### config.mk
export PLATFORM = sky130hd
export DESIGN_NAME = pib_core
export DESIGN_NICKNAME = d
export VERILOG_FILES = /design/src/pkg/pib_pkg.sv /design/src/hw/pib_sync.sv /design/src/hw/pib_buf.sv /design/src/hw/pib_core.sv
export VERILOG_INCLUDE_DIRS = /design/src /design/src/pkg
export SDC_FILE = /design/constraint.sdc
export NUM_CORES = 1
export LEC_CHECK = 0
export BUFFER_PORTS_ARGS = -buffer_cell sky130_fd_sc_hd__buf_2
export CAP_MARGIN = 10
export CORE_ASPECT_RATIO = 1.4
export CORE_MARGIN = 4
export CORE_UTILIZATION = 55
export CTS_CLUSTER_DIAMETER = 100
export DETAILED_ROUTE_END_ITERATION = 16
export PLACE_DENSITY = 0.87
export SYNTH_ARGS = -nofsm -noshare
export SYNTH_HDL_FRONTEND = slang
export SYNTH_HIERARCHICAL = 1
export SYNTH_SLANG_ARGS = --single-unit
export TNS_END_PERCENT = 10
### constraint.sdc
create_clock -name core_clk -period 3.6 [get_ports core_clk]
set_clock_uncertainty 0.15 [all_clocks]
set_input_delay 0.72 -clock core_clk [delete_from_list [all_inputs] [get_ports core_clk]]
set_output_delay 0.72 -clock core_clk [all_outputs]
set_load 0.03 [all_outputs]
### src/pkg/pib_defines.svh
// Constants of the parallel instrument bus interface
`ifndef PIB_DEFINES_SVH
`define PIB_DEFINES_SVH
`define PIB_LISTEN_BASE   8'h0020
`define PIB_TALK_BASE     8'h0040
`define PIB_GROUP_MASK    8'h0060
`define PIB_SECONDARY_GRP 8'h0060
`define PIB_ADDR_MASK     8'h001F
`define PIB_UNLISTEN      8'h003F
`define PIB_UNTALK        8'h005F
`define PIB_CMD_MASK      8'h007F
`define PIB_ADDR_MAX      5'h001E
`define PIB_SETTLE_NS     100
`define PIB_CLK_NS        50
`define PIB_SETTLE_CYC    ((`PIB_SETTLE_NS + `PIB_CLK_NS - 1) / `PIB_CLK_NS)
`endif

### src/pkg/pib_pkg.sv
// Types shared by the parallel instrument bus interface
`default_nettype none
package pib_pkg;
  // Bus line bundle, true level (1 = asserted, low on the wire)
  typedef struct packed {
    logic [7:0] dio;
    logic       dav;
    logic       nrfd;
    logic       ndac;
    logic       atn;
    logic       ifc;
    logic       ren;
    logic       eoi;
  } pib_lines_s;

  // One byte with its end flag
  typedef struct packed {
    logic [7:0] data;
    logic       last;
  } pib_word_s;

  // Source handshake states, Gray along the path
  typedef enum logic [1:0] {
    PIB_SRC_IDLE = 2'b00,
    PIB_SRC_WAIT = 2'b01,
    PIB_SRC_VALID = 2'b11,
    PIB_SRC_DONE = 2'b10
  } pib_src_e;

  // Acceptor handshake states, Gray along the path except the return from hold to ready
  typedef enum logic [1:0] {
    PIB_ACC_READY = 2'b00,
    PIB_ACC_TAKE = 2'b01,
    PIB_ACC_HOLD = 2'b11
  } pib_acc_e;
endpackage
`default_nettype wire

### src/hw/pib_sync.sv
// Three-stage synchroniser with agreement filter for one bus line
`timescale 1ns/1ps
`default_nettype none
module pib_sync (
  input  wire logic core_clk,
  input  wire logic nrst,
  input  wire logic pin_n,
  output var  logic level
);
  logic [2:0] sh_r;

  // A change counts once stages two and three agree
  always_ff @(posedge core_clk) begin
    if (!nrst) begin
      sh_r  <= 3'b111;
      level <= 1'b0;
    end else begin
      sh_r <= {sh_r[1:0], pin_n};
      if (sh_r[1] == sh_r[2]) begin
        level <= ~sh_r[2];
      end
    end
  end
endmodule // pib_sync

### src/hw/pib_buf.sv
// Two-entry skid buffer with valid and ready on both sides
`timescale 1ns/1ps
`default_nettype none
module pib_buf
  import pib_pkg::*;
(
  input  wire logic      core_clk,
  input  wire logic      nrst,
  input  wire logic      in_valid,
  output logic           in_ready,
  input  wire pib_word_s in_word,
  output logic           out_valid,
  input  wire logic      out_ready,
  output pib_word_s      out_word
);
  typedef struct packed {
    pib_word_s [1:0] mem;
    logic [1:0]      cnt;
  } pib_buf_s;

  pib_buf_s st_r;
  pib_buf_s st_nxt;

  assign in_ready  = (st_r.cnt != 2'd2);
  assign out_valid = (st_r.cnt != 2'd0);
  assign out_word  = st_r.mem[0];

  // Pop from slot 0, push behind the last held word
  always_comb begin
    st_nxt = st_r;
    if (out_valid && out_ready) begin
      st_nxt.mem[0] = st_r.mem[1];
      st_nxt.cnt    = st_r.cnt - 2'd1;
    end
    if (in_valid && in_ready) begin
      st_nxt.mem[st_nxt.cnt[0]] = in_word;
      st_nxt.cnt                = st_nxt.cnt + 2'd1;
    end
  end

  always_ff @(posedge core_clk) begin
    if (!nrst) begin
      st_r <= '0;
    end else begin
      st_r <= st_nxt;
    end
  end
endmodule // pib_buf

### src/hw/pib_core.sv
// Talker/listener interface for the parallel instrument bus
`timescale 1ns/1ps
`default_nettype none
`include "pib_defines.svh"
module pib_core
  import pib_pkg::*;
(
  input  wire logic       core_clk,
  input  wire logic       nrst,
  input  wire logic [4:0] prim_addr,
  input  wire logic [7:0] dio_n_i,
  output logic [7:0]      dio_n_o,
  output logic            dio_oe,
  input  wire logic       dav_n_i,
  output logic            dav_n_o,
  output logic            dav_oe,
  input  wire logic       nrfd_n_i,
  output logic            nrfd_n_o,
  output logic            nrfd_oe,
  input  wire logic       ndac_n_i,
  output logic            ndac_n_o,
  output logic            ndac_oe,
  input  wire logic       eoi_n_i,
  output logic            eoi_n_o,
  output logic            eoi_oe,
  input  wire logic       atn_n,
  input  wire logic       ifc_n,
  input  wire logic       ren_n,
  output logic            srq_n_o,
  output logic            srq_oe,
  input  wire logic       svc_req,
  input  wire logic       tx_valid,
  output logic            tx_ready,
  input  wire pib_word_s  tx_word,
  output logic            rx_valid,
  input  wire logic       rx_ready,
  output pib_word_s       rx_word,
  output logic            listen_act,
  output logic            talk_act,
  output logic            remote,
  output logic            addr_err
);
  typedef struct packed {
    pib_src_e   src;
    pib_acc_e   acc;
    logic [7:0] tx_data;
    logic       tx_last;
    logic       lad;
    logic       tad;
    logic       rem;
    logic       bad_addr;
    logic [1:0] settle;
    pib_word_s  rx_hold;
    logic       rx_push;
    logic       atn_prev;
  } pib_core_s;

  localparam logic [1:0] SETTLE_CYC = 2'(`PIB_SETTLE_CYC);

  pib_core_s  st_r;
  pib_core_s  st_nxt;
  pib_lines_s bus;
  logic [7:0] my_listen;
  logic [7:0] my_talk;
  logic [7:0] cmd;
  logic       buf_in_ready;
  logic       acc_on;
  logic       settling;
  logic [4:0] addr_ok;

  // Synchronise every incoming line, dio plus seven controls
  pib_sync u_sync_dio [7:0] (.core_clk(core_clk), .nrst(nrst), .pin_n(dio_n_i), .level(bus.dio));
  pib_sync u_sync_dav  (.core_clk(core_clk), .nrst(nrst), .pin_n(dav_n_i),  .level(bus.dav));
  pib_sync u_sync_nrfd (.core_clk(core_clk), .nrst(nrst), .pin_n(nrfd_n_i), .level(bus.nrfd));
  pib_sync u_sync_ndac (.core_clk(core_clk), .nrst(nrst), .pin_n(ndac_n_i), .level(bus.ndac));
  pib_sync u_sync_atn  (.core_clk(core_clk), .nrst(nrst), .pin_n(atn_n),    .level(bus.atn));
  pib_sync u_sync_ifc  (.core_clk(core_clk), .nrst(nrst), .pin_n(ifc_n),    .level(bus.ifc));
  pib_sync u_sync_ren  (.core_clk(core_clk), .nrst(nrst), .pin_n(ren_n),    .level(bus.ren));
  pib_sync u_sync_eoi  (.core_clk(core_clk), .nrst(nrst), .pin_n(eoi_n_i),  .level(bus.eoi));

  // Address values 31 fold to 30 would collide with unlisten, so clamp invalid ones
  assign addr_ok   = (prim_addr > `PIB_ADDR_MAX) ? `PIB_ADDR_MAX : prim_addr;
  assign my_listen = {3'b000, addr_ok} | `PIB_LISTEN_BASE;
  assign my_talk   = {3'b000, addr_ok} | `PIB_TALK_BASE;
  assign cmd       = bus.dio & `PIB_CMD_MASK; // Top data bit is ignored in commands

  // Receive path buffer so a stalled user loses no byte
  pib_buf u_rx_buf (
    .core_clk  (core_clk),
    .nrst      (nrst),
    .in_valid  (st_r.rx_push),
    .in_ready  (buf_in_ready),
    .in_word   (st_r.rx_hold),
    .out_valid (rx_valid),
    .out_ready (rx_ready),
    .out_word  (rx_word)
  );

  // Acceptor joins only under attention or while listening; otherwise it keeps off both lines,
  // else an idle or talking device would hold accepted low and stall every transfer
  assign acc_on   = bus.atn || st_r.lad;
  // Not ready from the very attention edge until the settle count runs out
  assign settling = (bus.atn && !st_r.atn_prev) || (st_r.settle != 2'd0);

  // Next-state logic for the whole interface
  always_comb begin
    st_nxt         = st_r;
    st_nxt.rx_push = 1'b0;
    st_nxt.rem     = bus.ren;
    st_nxt.atn_prev = bus.atn;

    // Settle counter restarts on every attention assertion
    if (bus.atn && !st_r.atn_prev) begin
      st_nxt.settle = SETTLE_CYC;
    end else if (st_r.settle != 2'd0) begin
      st_nxt.settle = st_r.settle - 2'd1;
    end

    // Acceptor side: takes every byte under attention, data only when listening
    case (st_r.acc)
      PIB_ACC_READY: begin
        if (bus.dav && !settling && acc_on && buf_in_ready) begin
          st_nxt.acc = PIB_ACC_TAKE;
          if (bus.atn) begin
            if ((cmd & `PIB_GROUP_MASK) == `PIB_SECONDARY_GRP) begin
              st_nxt.bad_addr = 1'b1;
            end else if (cmd == `PIB_UNLISTEN) begin
              st_nxt.lad = 1'b0;
            end else if (cmd == `PIB_UNTALK) begin
              st_nxt.tad = 1'b0;
            end else if (cmd == my_listen) begin
              st_nxt.lad = 1'b1;
              st_nxt.bad_addr = 1'b0;
            end else if (cmd == my_talk) begin
              st_nxt.tad = 1'b1;
              st_nxt.bad_addr = 1'b0;
            end else if ((cmd & `PIB_GROUP_MASK) == `PIB_TALK_BASE) begin
              st_nxt.tad = 1'b0; // Another talker addressed
            end
          end else begin
            st_nxt.rx_hold.data = bus.dio;
            st_nxt.rx_hold.last = bus.eoi;
            st_nxt.rx_push      = 1'b1;
          end
        end
      end
      PIB_ACC_TAKE: begin
        st_nxt.acc = PIB_ACC_HOLD; // Accepted released this state
      end
      PIB_ACC_HOLD: begin
        if (!bus.dav) begin
          st_nxt.acc = PIB_ACC_READY;
        end
      end
      default: st_nxt.acc = PIB_ACC_READY;
    endcase

    // Source side: start a byte only while addressed and attention is off
    case (st_r.src)
      PIB_SRC_IDLE: begin
        if (st_r.tad && !bus.atn && tx_valid) begin
          st_nxt.tx_data = tx_word.data;
          st_nxt.tx_last = tx_word.last;
          st_nxt.src     = PIB_SRC_WAIT;
        end
      end
      PIB_SRC_WAIT: begin
        if (!bus.nrfd && bus.ndac) begin
          st_nxt.src = PIB_SRC_VALID;
        end
      end
      PIB_SRC_VALID: begin
        if (!bus.ndac) begin
          st_nxt.src = PIB_SRC_DONE;
        end
      end
      PIB_SRC_DONE: begin
        st_nxt.src = PIB_SRC_IDLE;
      end
      default: st_nxt.src = PIB_SRC_IDLE;
    endcase

    // Attention aborts a pending talk byte before data valid
    if (bus.atn && st_r.src == PIB_SRC_WAIT) begin
      st_nxt.src = PIB_SRC_IDLE;
    end

    // Interface clear wins over every other update of the address, error and handshake state
    if (bus.ifc) begin
      st_nxt.lad = 1'b0;
      st_nxt.tad = 1'b0;
      st_nxt.src = PIB_SRC_IDLE;
      st_nxt.acc = PIB_ACC_READY;
      st_nxt.bad_addr = 1'b0;
    end
  end

  always_ff @(posedge core_clk) begin
    if (!nrst) begin
      st_r <= '0;
    end else begin
      st_r <= st_nxt;
    end
  end

  // Handshake taken when the byte is loaded in idle
  assign tx_ready = (st_r.src == PIB_SRC_IDLE) && st_r.tad && !bus.atn && !bus.ifc;

  // Pin drive: active low wire, oe high when we drive
  assign dio_oe   = (st_r.src != PIB_SRC_IDLE);
  assign dio_n_o  = ~st_r.tx_data;
  assign eoi_oe   = dio_oe && st_r.tx_last;
  assign eoi_n_o  = 1'b0;
  assign dav_oe   = (st_r.src == PIB_SRC_VALID);
  assign dav_n_o  = 1'b0;
  // Acceptor: hold not-ready low unless idle and able, hold not-accepted low until taken;
  // a device standing aside releases both
  assign nrfd_oe  = (st_r.acc != PIB_ACC_READY) || (acc_on && (!buf_in_ready || settling));
  assign nrfd_n_o = 1'b0;
  assign ndac_oe  = (st_r.acc == PIB_ACC_READY) && acc_on;
  assign ndac_n_o = 1'b0;
  assign srq_oe   = svc_req;
  assign srq_n_o  = 1'b0;

  assign listen_act = st_r.lad;
  assign talk_act   = st_r.tad;
  assign remote     = st_r.rem;
  assign addr_err   = st_r.bad_addr;
endmodule // pib_core
`default_nettype wire

==> flow_metrics.env <==
export IMPL_status="completed"
export IMPL_clkTransAtPathRegs_ns=0.10
export IMPL_drtAntennaViolNets=0
export IMPL_r2r_setup_slack_ns=1.11
export IMPL_hold_violations=0
export IMPL_yosys_cell_count_top_type="dfxtp_1"
export IMPL_r2r_start="u_rx_buf/st_r[0]"
export IMPL_ys_top_cells_by_area="dfxtp_1, nand2b_1, mux2i_1"
export IMPL_grt_use_total=0.173
export IMPL_synth_top_area_share=0.520
export IMPL_die_area_um2=9190
export IMPL_port_buffers=60
export IMPL_required_ns=3.72
export IMPL_path_max_fanout=12
export IMPL_yosys_warnings=6
export IMPL_cts_root_buf="clkbuf_8"
export IMPL_vias_per_cell=5.04
export IMPL_clock_path_buffers=2
export IMPL_min_to="u_sync_dio[7]/sh_r[1]"
export IMPL_postSynthCellCount=417
export IMPL_stdcell_area_um2=4730
export IMPL_dr_pass1_iters=5
export IMPL_syn_area_per_cell_um2=10.2
export IMPL_htree_num_levels=3
export IMPL_post_route_cells_drive_above_1_share=0.169
export IMPL_worst_pin_slew_ns=0.626
export IMPL_cts_resized=0
export IMPL_die_height_um=112
export IMPL_fmax_mhz=401
export IMPL_cts_tree="yes"
export IMPL_grt_pass1_vias=2843
export IMPL_n_fill_cell=616
export IMPL_grt_overflow=0
export IMPL_drt_iter0_drc=222
export IMPL_ys_async_sr_fraction=0
export IMPL_rsz0062_at_grt="false"
export IMPL_synth_area_leader_cell="dfxtp_1"
export IMPL_min_period_ns=2.49
export IMPL_die_x_um=82.2
export IMPL_wirelength_mm=7.19
export IMPL_yosys_top_cells_count="dfxtp_1, nand2b_1, mux2i_1"
export IMPL_ys_flop_type="dfxtp_1"
export IMPL_grt_pass1_wl_mm=12.5
export IMPL_finalSetupViolations=0
export IMPL_hold_buffers=0
export IMPL_cts_setup_buffers=0
export IMPL_route_detailed_drc=0
export IMPL_area_growth_pct=11.6
export IMPL_synth_edf_count=0
export IMPL_vias=2866
export IMPL_core_um2=7410
export IMPL_finish_net_count=504
export IMPL_worstSetupEndpointType="flip-flop"
export IMPL_antenna_found_initial=0
export IMPL_reg2reg_depth=7
export IMPL_num_io_pins=68
export IMPL_ys_ff_latch=110
export IMPL_worstSkewPairLatency_ns=0.36
export IMPL_reg2reg_to="u_rx_buf/st_r[11]"
export IMPL_fin_crit_sh=0.692
export IMPL_powerDensity_nw_per_um2=470
export IMPL_cts_buffers=9
export IMPL_start_util=0.572
export IMPL_placed_area_um2=4500
export IMPL_maxCapViolations=0
export IMPL_ys_types=41
export IMPL_worstHoldPathCells=1
export IMPL_hpwl_mm=5.10
export IMPL_netlist_area_um2=4240
export IMPL_peakVddDrop_uv=288
export IMPL_slew_viol_final=0
export IMPL_synth_seq_area_share=0.520
export IMPL_cp_arrival_ns=2.61
export IMPL_max_slew_margin_rel=0.579
export IMPL_clock_sinks=110
export IMPL_rows=37
export IMPL_wl_per_cell_um=12.6
export IMPL_total_leakage_power_nw=2.04
export IMPL_cp_start_kind="flip-flop"
export IMPL_antennaDiodeCount=0
export IMPL_hold_class="reg -> reg"
export IMPL_setup_tns_ns=0
export IMPL_worst_setup_path_type="reg -> reg"
export IMPL_hp_start="u_sync_dio[7]/sh_r[0]"
export IMPL_grt_max_degree=60
export IMPL_gp_congestion=0.782
## registers in the layout, summed over array words and instances, names as in the netlist
name and cells:
u_sync_ndac/level 1, u_rx_buf/st_r 11, u_rx_buf/out_word 9, u_sync_eoi/level 1, addr_err 1, u_sync_dav/level 1
u_sync_ren/sh_r 3, u_sync_ndac/sh_r 3, u_sync_nrfd/level 1, u_sync_atn/level 1, u_sync_dav/sh_r 3, u_sync_dio/sh_r 24
u_sync_ren/level 1, u_sync_ifc/level 1, talk_act 1, u_sync_atn/sh_r 3, listen_act 1, u_sync_dio/level 8
st_r 26, u_sync_ifc/sh_r 3, u_sync_eoi/sh_r 3, u_sync_nrfd/sh_r 3, remote 1
## layer usage
layer  part of all wire  vias to the layer above  GRT usage
met2               0.51                       50      0.292
met5                  0                        -          0
met3              0.036                       14     0.0372
met4              0.028                        0     0.0987
li1                   -                     1470          -
met1               0.42                     1332      0.194
## layout make-up
cell class	count	area, um^2	share of cell area
tap	97	121	0.0257
inverter	17	63.8	0.0135
clock inverter	4	95.1	0.0201
sequential	110	2200	0.466
clock buffer	12	135	0.0286
multi-input combinational	267	1800	0.380
timing repair buffer	62	315	0.0667
## how the worst max path moves through the flow
stage                           from           endpoint  slack [ns]
global route        u_rx_buf/st_r[0]  u_rx_buf/st_r[13]        0.93
floorplan                   st_r[29]           tx_ready        1.41
global placement            rx_ready  u_rx_buf/st_r[14]        1.17
detailed placement          rx_ready  u_rx_buf/st_r[19]        1.08
finish              u_rx_buf/st_r[0]  u_rx_buf/st_r[11]        1.11
CTS                 u_rx_buf/st_r[0]  u_rx_buf/st_r[11]        1.08
## power by group
group / switching, W / internal, W / leakage [nW] / total [W]
combinational: 0.0000690 / 0.0000587 / 1.03 / 0.000128
clock: 0.000382 / 0.000462 / 0.115 / 0.000844
sequential: 0.0000117 / 0.00124 / 0.895 / 0.00125
total: 0.000462 / 0.00176 / 2.04 / 0.00222
## cells in the final DEF, fill, tap and decap left out, drive strengths merged, types with 2 or more instances in the layout
cell / netlist / routed
nor3: 3 / 3
nor2b: 21 / 21
nor2: 24 / 24
dfxtp: 110 / 110
nand2: 24 / 24
o2111ai: 2 / 2
buf: 22 / 62
and4b: 3 / 3
nand4: 2 / 2
o21a: 16 / 16
a21boi: 25 / 25
and4bb: 2 / 2
o211a: 10 / 10
xnor2: 3 / 3
and3: 4 / 4
and2: 5 / 5
a21oi: 7 / 7
ha: 3 / 3
nand3: 3 / 3
conb: 1 / 5
xor2: 4 / 4
nand2b: 52 / 52
inv: 17 / 17
o21ai: 14 / 14
nor4: 2 / 2
mux2i: 27 / 27
bufinv: 0 / 3
clkbuf: 5 / 12
## through the flow
stage | util | hold slack, ns | setup slack, ns | total power, W | cells
after floorplan | - | 0.236 | 1.41 | 0.00138 | 421
after global placement | 0.607 | 0.238 | 1.17 | 0.00140 | 553
after detailed placement | 0.607 | 0.243 | 1.08 | 0.00141 | 553
after CTS | 0.638 | 0.265 | 1.08 | 0.00224 | 569
after global routing | 0.638 | 0.286 | 0.926 | 0.00231 | 569
final | 0.638 | 0.258 | 1.11 | 0.00222 | 569
## critical path, stage by stage (launching register included)
cell and delay, ns:
dfxtp_1 0.42, inv_1 0.09, ha_1 0.21, nand2b_4 0.23
xnor2_2 0.39, ha_1 0.57, mux2i_1 0.27, nor2b_1 0.06
## logic make-up after synthesis
kind of cell               share of synthesized area
muxes                                         0.0638
and+or+nand+nor                                0.203
xor gates and xnor gates                      0.0162
buffers and inverters                         0.0597
DFF                                            0.520
adders and majority gates                    0.00886
AOI/OAI and AO/OA                              0.127
other                                       0.000885
Note: power is estimated with default switching activity, not from simulation.
